## src/training_regs_pkg.sv

```systemverilog
// constants for the link-training control and status register slice
package training_regs_pkg;

  // ----------------------------------------------------------------------
  // register indices and byte addresses
  // ----------------------------------------------------------------------
  localparam logic [11:0] IDX_RX_EQ_CONTROL = 12'h4D0;
  localparam logic [11:0] IDX_COMMAND_STROBES = 12'h4D1;
  localparam logic [11:0] IDX_TRAINING_STATUS = 12'h4D2;
  localparam logic [11:0] IDX_COEF_CONTENT = 12'h4D4;
  localparam int ADDR_W = 16;
  localparam logic [15:0] ADDR_RX_EQ_CONTROL = {2'h0, IDX_RX_EQ_CONTROL, 2'h0};
  localparam logic [15:0] ADDR_COMMAND_STROBES =
    {2'h0, IDX_COMMAND_STROBES, 2'h0};
  localparam logic [15:0] ADDR_TRAINING_STATUS =
    {2'h0, IDX_TRAINING_STATUS, 2'h0};
  localparam logic [15:0] ADDR_COEF_CONTENT = {2'h0, IDX_COEF_CONTENT, 2'h0};

  // ----------------------------------------------------------------------
  // field positions
  // ----------------------------------------------------------------------
  localparam int BIT_LP_OVERRIDE = 16;
  localparam int BIT_LOCAL_OVERRIDE = 17;
  localparam int BIT_ADAPT_MODE = 22;
  localparam int CTLE_LSB = 24;
  localparam int VGA_LSB = 29;
  localparam int BIT_RESTART = 0;
  localparam int BIT_TX_COEF_NEW = 4;
  localparam int BIT_RX_COEF_NEW = 8;
  localparam int LOCAL_COEF_LSB = 16;

  // ----------------------------------------------------------------------
  // values after reset
  // ----------------------------------------------------------------------
  localparam logic RST_ADAPT_MODE_SIM = 1'h1;
  localparam logic RST_ADAPT_MODE_HW = 1'h0;
  localparam logic [4:0] RST_CTLE = 5'h01;
  localparam logic [2:0] RST_VGA_SIM = 3'h4;
  localparam logic [2:0] RST_VGA_HW = 3'h7;
  localparam logic [31:0] RST_COEF = 32'h0000_0000;
  localparam logic [7:0] RST_STATUS = 8'h00;

  // ----------------------------------------------------------------------
  // coefficient update codes and bus answers
  // ----------------------------------------------------------------------
  localparam logic [1:0] COEF_HOLD = 2'h0;
  localparam logic [1:0] COEF_INC = 2'h1;
  localparam logic [1:0] COEF_DEC = 2'h2;
  localparam logic [1:0] COEF_RSVD = 2'h3;
  localparam logic [1:0] RESP_OKAY = 2'h0;
  localparam logic [1:0] RESP_SLVERR = 2'h2;

endpackage

```

## src/kr_link_training_ctrl_status.sv

```systemverilog
// axi4-lite register slice steering the backplane link-training engine
// Operation
// - mode 0 sweeps equalizer before tx-eq; mode 1 applies manual value.
// - adaptation mode resets to 1 in simulation builds, 0 in hardware.
// - manual ctle field used only in manual mode; resets to 1.
// - manual vga used only in manual mode; resets 4 sim, 7 hardware.
// - writing 1 to restart bit restarts start-up protocol, then self-clears.
// - tx-coefficient strobe starts sending coefficient low byte to partner.
// - tx-coefficient strobe self-clears; needs partner override enable set.
// - rx-coefficient strobe loads local tx equalizer from third byte.
// - rx-coefficient strobe self-clears; needs local override enable set.
// - status bit 0 reports receiver trained.
// - status bit 1 reports training frame lock.
// - status bit 2 reports start-up protocol running.
// - status bit 3 reports training failure.
// - status bit 4 reports excessive bit errors during training.
// - status bit 5 reports frame lock lost during training.
// - status bit 6 reports frame loss during receive equalization.
// - status bit 7 reports fine-tuning found no best equalizer value.
// - partner override enable makes partner updates come from software.
// - update fields: 00 hold, 01 increment, 10 decrement, 11 reserved.
`timescale 1ns/100ps
module kr_link_training_ctrl_status #(
  parameter bit SIM_BUILD = 1'b0
) (
  // clock and reset
  input wire logic i_clk_sys,
  input wire logic i_rst_n,
  // axi4-lite write address and data
  input wire logic [15:0] i_awaddr,
  input wire logic i_awvalid,
  output logic o_awready,
  input wire logic [31:0] i_wdata,
  input wire logic [3:0] i_wstrb,
  input wire logic i_wvalid,
  output logic o_wready,
  // axi4-lite write response
  output logic [1:0] o_bresp,
  output logic o_bvalid,
  input wire logic i_bready,
  // axi4-lite read
  input wire logic [15:0] i_araddr,
  input wire logic i_arvalid,
  output logic o_arready,
  output logic [31:0] o_rdata,
  output logic [1:0] o_rresp,
  output logic o_rvalid,
  input wire logic i_rready,
  // equalizer settings to the training engine
  output logic o_ctle_sweep_en,
  output logic o_manual_eq_en,
  output logic [4:0] o_ctle_value,
  output logic [2:0] o_vga_value,
  // command pulses, partner override level and coefficient values to the training engine
  output logic o_restart_training,
  output logic o_lp_coef_from_sw,
  output logic o_tx_coef_send,
  output logic [7:0] o_tx_coef_update,
  output logic o_local_coef_load,
  output logic [7:0] o_local_coef_value,
  // status levels from the training engine, same clock
  input wire logic i_rx_trained,
  input wire logic i_frame_lock,
  input wire logic i_startup_busy,
  input wire logic i_training_failure,
  input wire logic i_training_error,
  input wire logic i_frame_lock_error,
  input wire logic i_receive_equalization_frame_loss,
  input wire logic i_fine_tune_error
);

  // ----------------------------------------------------------------------
  // decode helpers
  // ----------------------------------------------------------------------
  function automatic logic is_mapped(input logic [15:0] a);
    is_mapped = (a == training_regs_pkg::ADDR_RX_EQ_CONTROL) ||
                (a == training_regs_pkg::ADDR_COMMAND_STROBES) ||
                (a == training_regs_pkg::ADDR_TRAINING_STATUS) ||
                (a == training_regs_pkg::ADDR_COEF_CONTENT);
  endfunction

  // reserved code 11 is sent as hold in the three low update fields; bits 7:6 are passed on as written
  function automatic logic [1:0] clean_code(input logic [1:0] c);
    clean_code = (c == training_regs_pkg::COEF_RSVD) ?
                 training_regs_pkg::COEF_HOLD : c;
  endfunction

  function automatic logic [31:0] byte_merge(input logic [31:0] old,
                                             input logic [31:0] wd,
                                             input logic [3:0] be);
    logic [31:0] r;
    r = old;
    for (int i = 0; i < 4; i++) begin
      if (be[i]) begin
        r[i*8 +: 8] = wd[i*8 +: 8];
      end
    end
    byte_merge = r;
  endfunction

  localparam logic RST_MODE = SIM_BUILD ? training_regs_pkg::RST_ADAPT_MODE_SIM
                                        : training_regs_pkg::RST_ADAPT_MODE_HW;
  localparam logic [2:0] RST_VGA = SIM_BUILD ? training_regs_pkg::RST_VGA_SIM
                                             : training_regs_pkg::RST_VGA_HW;
  localparam logic [31:0] RST_CTRL = {RST_VGA, training_regs_pkg::RST_CTLE,
                                      1'h0, RST_MODE, 22'h0};

  // ----------------------------------------------------------------------
  // state
  // ----------------------------------------------------------------------
  logic [31:0] ctrl, next_ctrl;
  logic [31:0] coef, next_coef;
  logic [7:0] status, next_status;
  logic aw_have, next_aw_have;
  logic w_have, next_w_have;
  logic [15:0] aw_addr, next_aw_addr;
  logic [31:0] w_data, next_w_data;
  logic [3:0] w_strb, next_w_strb;
  logic next_awready, next_wready, next_bvalid, next_arready, next_rvalid;
  logic [1:0] next_bresp, next_rresp;
  logic [31:0] next_rdata;
  logic next_restart, next_tx_send, next_local_load;
  logic [7:0] next_tx_update, next_local_value;
  logic next_sweep, next_manual, next_lp_sw;
  logic [4:0] next_ctle;
  logic [2:0] next_vga;
  logic do_write, take_aw, take_w, take_ar;

  // ----------------------------------------------------------------------
  // next values
  // ----------------------------------------------------------------------
  always_comb begin
    take_aw = i_awvalid && o_awready;
    take_w = i_wvalid && o_wready;
    take_ar = i_arvalid && o_arready;
    next_aw_have = aw_have || take_aw;
    next_w_have = w_have || take_w;
    next_aw_addr = take_aw ? i_awaddr : aw_addr;
    next_w_data = take_w ? i_wdata : w_data;
    next_w_strb = take_w ? i_wstrb : w_strb;
    next_ctrl = ctrl;
    next_coef = coef;
    next_bvalid = o_bvalid && !i_bready;
    next_bresp = o_bresp;
    next_restart = 1'b0;
    next_tx_send = 1'b0;
    next_local_load = 1'b0;
    next_tx_update = o_tx_coef_update;
    next_local_value = o_local_coef_value;
    // write commits once both address and data are held
    do_write = aw_have && w_have && !o_bvalid;
    if (do_write) begin
      next_aw_have = 1'b0;
      next_w_have = 1'b0;
      next_bvalid = 1'b1;
      next_bresp = is_mapped(aw_addr) ? training_regs_pkg::RESP_OKAY
                                      : training_regs_pkg::RESP_SLVERR;
      unique case (aw_addr)
        training_regs_pkg::ADDR_RX_EQ_CONTROL: begin
          next_ctrl = byte_merge(ctrl, w_data, w_strb);
        end
        training_regs_pkg::ADDR_COEF_CONTENT: begin
          next_coef = byte_merge(coef, w_data, w_strb);
        end
        training_regs_pkg::ADDR_COMMAND_STROBES: begin
          // strobes live one cycle only, so a 0 write changes nothing
          next_restart = w_strb[0] &&
                         w_data[training_regs_pkg::BIT_RESTART];
          next_tx_send = w_strb[0] && ctrl[training_regs_pkg::BIT_LP_OVERRIDE]
                         && w_data[training_regs_pkg::BIT_TX_COEF_NEW];
          next_local_load = w_strb[1] &&
                            ctrl[training_regs_pkg::BIT_LOCAL_OVERRIDE] &&
                            w_data[training_regs_pkg::BIT_RX_COEF_NEW];
        end
        default: begin
          // status word and unmapped words: nothing stored
          next_ctrl = ctrl;
        end
      endcase
      if (next_tx_send) begin
        next_tx_update = {coef[7:6], clean_code(coef[5:4]),
                          clean_code(coef[3:2]), clean_code(coef[1:0])};
      end
      if (next_local_load) begin
        next_local_value =
          coef[training_regs_pkg::LOCAL_COEF_LSB +: 8];
      end
    end
    next_awready = !next_aw_have && !next_bvalid;
    next_wready = !next_w_have && !next_bvalid;
    // settings only follow the manual fields in manual mode
    next_manual = next_ctrl[training_regs_pkg::BIT_ADAPT_MODE];
    next_sweep = !next_ctrl[training_regs_pkg::BIT_ADAPT_MODE];
    next_ctle = next_manual ?
                next_ctrl[training_regs_pkg::CTLE_LSB +: 5] : 5'h00;
    next_vga = next_manual ?
               next_ctrl[training_regs_pkg::VGA_LSB +: 3] : 3'h0;
    next_lp_sw = next_ctrl[training_regs_pkg::BIT_LP_OVERRIDE];
    // status mirrors the engine each cycle
    next_status = {i_fine_tune_error,
                   i_receive_equalization_frame_loss,
                   i_frame_lock_error,
                   i_training_error,
                   i_training_failure,
                   i_startup_busy,
                   i_frame_lock,
                   i_rx_trained};
    // read channel: one outstanding read, answered a cycle after address
    next_rvalid = o_rvalid && !i_rready;
    next_rdata = o_rdata;
    next_rresp = o_rresp;
    if (take_ar) begin
      next_rvalid = 1'b1;
      next_rresp = is_mapped(i_araddr) ? training_regs_pkg::RESP_OKAY
                                       : training_regs_pkg::RESP_SLVERR;
      unique case (i_araddr)
        training_regs_pkg::ADDR_RX_EQ_CONTROL: next_rdata = ctrl;
        training_regs_pkg::ADDR_COEF_CONTENT: next_rdata = coef;
        training_regs_pkg::ADDR_COMMAND_STROBES: begin
          next_rdata = {23'h0, o_local_coef_load, 3'h0, o_tx_coef_send,
                        3'h0, o_restart_training};
        end
        training_regs_pkg::ADDR_TRAINING_STATUS: begin
          next_rdata = {24'h0, status};
        end
        default: next_rdata = 32'h0000_0000;
      endcase
    end
    next_arready = !next_rvalid;
  end

  // ----------------------------------------------------------------------
  // registers
  // ----------------------------------------------------------------------
  always_ff @(posedge i_clk_sys) begin
    if (!i_rst_n) begin
      ctrl <= RST_CTRL;
      coef <= training_regs_pkg::RST_COEF;
      status <= training_regs_pkg::RST_STATUS;
      aw_have <= 1'b0;
      w_have <= 1'b0;
      aw_addr <= 16'h0000;
      w_data <= 32'h0000_0000;
      w_strb <= 4'h0;
      o_awready <= 1'b0;
      o_wready <= 1'b0;
      o_bvalid <= 1'b0;
      o_bresp <= training_regs_pkg::RESP_OKAY;
      o_arready <= 1'b0;
      o_rvalid <= 1'b0;
      o_rdata <= 32'h0000_0000;
      o_rresp <= training_regs_pkg::RESP_OKAY;
      o_restart_training <= 1'b0;
      o_tx_coef_send <= 1'b0;
      o_local_coef_load <= 1'b0;
      o_tx_coef_update <= 8'h00;
      o_local_coef_value <= 8'h00;
      o_manual_eq_en <= RST_MODE;
      o_ctle_sweep_en <= !RST_MODE;
      o_ctle_value <= RST_MODE ? training_regs_pkg::RST_CTLE : 5'h00;
      o_vga_value <= RST_MODE ? RST_VGA : 3'h0;
      o_lp_coef_from_sw <= 1'b0;
    end else begin
      ctrl <= next_ctrl;
      coef <= next_coef;
      status <= next_status;
      aw_have <= next_aw_have;
      w_have <= next_w_have;
      aw_addr <= next_aw_addr;
      w_data <= next_w_data;
      w_strb <= next_w_strb;
      o_awready <= next_awready;
      o_wready <= next_wready;
      o_bvalid <= next_bvalid;
      o_bresp <= next_bresp;
      o_arready <= next_arready;
      o_rvalid <= next_rvalid;
      o_rdata <= next_rdata;
      o_rresp <= next_rresp;
      o_restart_training <= next_restart;
      o_tx_coef_send <= next_tx_send;
      o_local_coef_load <= next_local_load;
      o_tx_coef_update <= next_tx_update;
      o_local_coef_value <= next_local_value;
      o_manual_eq_en <= next_manual;
      o_ctle_sweep_en <= next_sweep;
      o_ctle_value <= next_ctle;
      o_vga_value <= next_vga;
      o_lp_coef_from_sw <= next_lp_sw;
    end
  end

  logic past_valid;
  always_ff @(posedge i_clk_sys) begin
    past_valid <= i_rst_n;
  end
endmodule

```

## config.mk

```make
export PLATFORM = sky130hd
export DESIGN_NAME = kr_link_training_ctrl_status
export DESIGN_NICKNAME = d
export VERILOG_FILES = /design/src/training_regs_pkg.sv /design/src/kr_link_training_ctrl_status.sv
export SDC_FILE = /design/constraint.sdc
export NUM_CORES = 1
export LEC_CHECK = 0
export BUFFER_PORTS_ARGS = -buffer_cell sky130_fd_sc_hd__buf_2
export CAP_MARGIN = 10
export CORE_MARGIN = 8
export CORE_UTILIZATION = 42
export DETAILED_ROUTE_END_ITERATION = 8
export GPL_TIMING_DRIVEN = 0
export PLACE_DENSITY = 0.72
export RECOVER_POWER = 25
export SYNTH_ARGS = -nofsm -noshare
export SYNTH_HDL_FRONTEND = slang
export SYNTH_SLANG_ARGS = --single-unit
export TNS_END_PERCENT = 50
```

## constraint.sdc

```tcl
create_clock -name i_clk_sys -period 3.48 [get_ports i_clk_sys]
set_input_delay 0 -clock i_clk_sys [delete_from_list [all_inputs] [get_ports i_clk_sys]]
set_output_delay 0 -clock i_clk_sys [all_outputs]
set_load 0.005 [all_outputs]
```

==> metrics <==
initial antenna violation count=0; worst hold path type=in -> reg; CTS sink count=just under 200; GP Congestion=0.8112; Setup crit end kind=flip-flop; Syn Inst Count=784; area grow syn2layout=31.15%; WL/cell=17.40 um; Bufs on Longest Clock Path=2; syn avg cell area=9.371 um2; Seq cells post-synth=about 190; Seq/Total Area, Yosys=0.5259; CTS Buf Count=17; most frequent cells in the layout=193 x dfxtp_1, 142 x nand2_1, 103 x buf_2, 89 x clkbuf_1, 85 x nor2_1; drt pass-1 iters=6; Max Cap Viol=0; Vias=6473; share of layout cells above drive strength 1=0.1900; antenna-violating nets left=0; Initial DRC Count=roughly 300; drc violations=0; Final TNS setup=0 ns; Row Count=between 40 and 50; EDFF count, synth=0; Die X=148.3 um; Ys Warns=0; vias in the first global route=6412; FMAX=363.3 MHz; Vias/cell=about 5.1; Post-CTS Resized=0; Setup crit start kind=flip-flop; Tmin final=2.753 ns; worst-margin pin slew=roughly 1 ns; largest area contributor in the netlist=dfxtp_1; CTS tree=done; Starting Density=0.4277; DP Area=about 8400 um2; worst ir drop on vdd=approximately 0.38 mV; first-pass GRT wire length=34.40 mm; Reg2Reg Launch Point=aw_addr[8]$_SDFFE_PN0P_; Final Skew=0.008504 ns; period utilization=0.7910; I/O Pins=roughly 150; critical path's top delay family=simple AND/OR/NAND/NOR gates; Post-CTS Repair Setup Buffers=0; post-layout net count=1107; commonest non-fill, non-tap cell in the layout=dfxtp_1; PortBufs=149; Worst Path Required=around 3.8 ns; crit path launch=aw_addr[8]$_SDFFE_PN0P_; Skew-Pair Late Insertion Delay=0.44 ns; status=completed; hold_buf cts=69; top-area cell type share of the netlist area=0.5259; WL final=~22 mm; Synth cell types=43; kind of critical path=reg -> reg; slowest CP cell=nor3_2; Reg clk slew, reported paths=0.07 ns; GRT Total Usage=0.1998; H-tree level count=4; Hold Violations, Final=0; Worst slew margin=0.3421; Most used DFF post-synth=dfxtp_1; design area=roughly 9600 um2; Core Util, Final=0.5610; Netlist Area Pre-Place=7347 um2; Diodes inserted=0; Core Area=17180 um2; asr flop ratio synth=0; Setup WS pre-CTS=~0.65 ns; dpl hpwl=15.51 mm; RSZ-0062 raised after global routing=no; CP Cell Sequence=nor4bb_1 > nand4_1 > nor3_2 > mux2i_1 > nor2_1; top cells by area, synth=dfxtp_1 53%, mux2i_1 10%, nand2_1 7.3%; Worst Path Arrival=3.05 ns; Final Power=about 4.7 mW; die area=21980 um2; crit path buf inv count=0; worst-path maximum fanout=8; Non-Filler Instances=between 1k and 1.5k; PwrDens=486.3 nW/um2; clk root buf=clkbuf_16; pin count of the biggest net entering global routing=17; final setup fails=0; Die H=148.3 um; global route total overflow=0; Crit path largest cell delay=0.94 ns; leakage=3.790 nW; Slew Viols, Final=0; HP Start=i_araddr[15]; worst hold slack=0.04540 ns; final worst setup slack=between 0.7 and 0.8 ns; dpl cells=about 1.2k
sequential cells by signal, summed over array words and instances (netlist names), 5 cells and up:
signal and count:
aw_addr 16, coef 32, ctrl 32, o_ctle_value 5, o_local_coef_value 8, o_rdata 32, o_tx_coef_update 8, status 8
w_data 32
synth_stat cells (8+ instances only):
master	count
dfxtp_1	193
nand2_1	142
nor2_1	85
mux2i_1	74
a21oi_1	69
clkbuf_1	41
o21ai_0	36
a21oi_2	20
a22oi_2	20
and2_1	12
a22oi_1	11
nand3b_1	8
nand4_1	8
cell type report:
cell class	instances	area, um2
Fill cell	1583	7541
Inverter	2	7.507
Multi-Input combinational cell	541	3266
Buffer	49	214.0
Tap cell	225	281.5
Clock buffer	21	460.4
Clock inverter	11	153.9
Timing Repair Buffer	220	1389
Sequential cell	193	3864
cell families after synthesis:
family,after synthesis,share of synthesized area
flops,193,0.5259
mux,81,0.1115
buf+inv,51,0.03014
simple gates,299,0.1877
compound gates,159,0.1442
other cells,1,0.0005104
path summary, 6_finish.rpt:
kind         slack, ns                                to  cells past startpoint
min               0.05           o_rdata[8]$_SDFFE_PN0P_                      5
min reg2reg       0.45  o_tx_coef_update[4]$_SDFFE_PN0P_                      2
max reg2reg       0.73              ctrl[9]$_SDFFE_PN0P_                      5
max               0.73              ctrl[9]$_SDFFE_PN0P_                      5
metal layers:
layer	vias to the layer above	part of all wire	wire length, um	track usage
met5	-	0	0	0
met4	0	0.019	422	0.06425
met3	33	0.066	1458	0.05318
met2	213	0.47	10330	0.3311
met1	3054	0.44	9752	0.2477
li1	3173	-	-	-
power breakdown:
part           internal, mW  switching (mW)
Sequential             2.27          0.0397
Combinational         0.153           0.188
Clock                  1.18           0.863
Total                  3.60            1.09
worst reg2reg max path: cells and delay by family (launching register included):
| family | cells | cell delay [ns] |
|---|---|---|
| flops | 1 | 0.32 |
| mux | 1 | 0.30 |
| simple gates | 4 | 1.99 |
No activity file was read; power rests on OpenSTA's default activity.
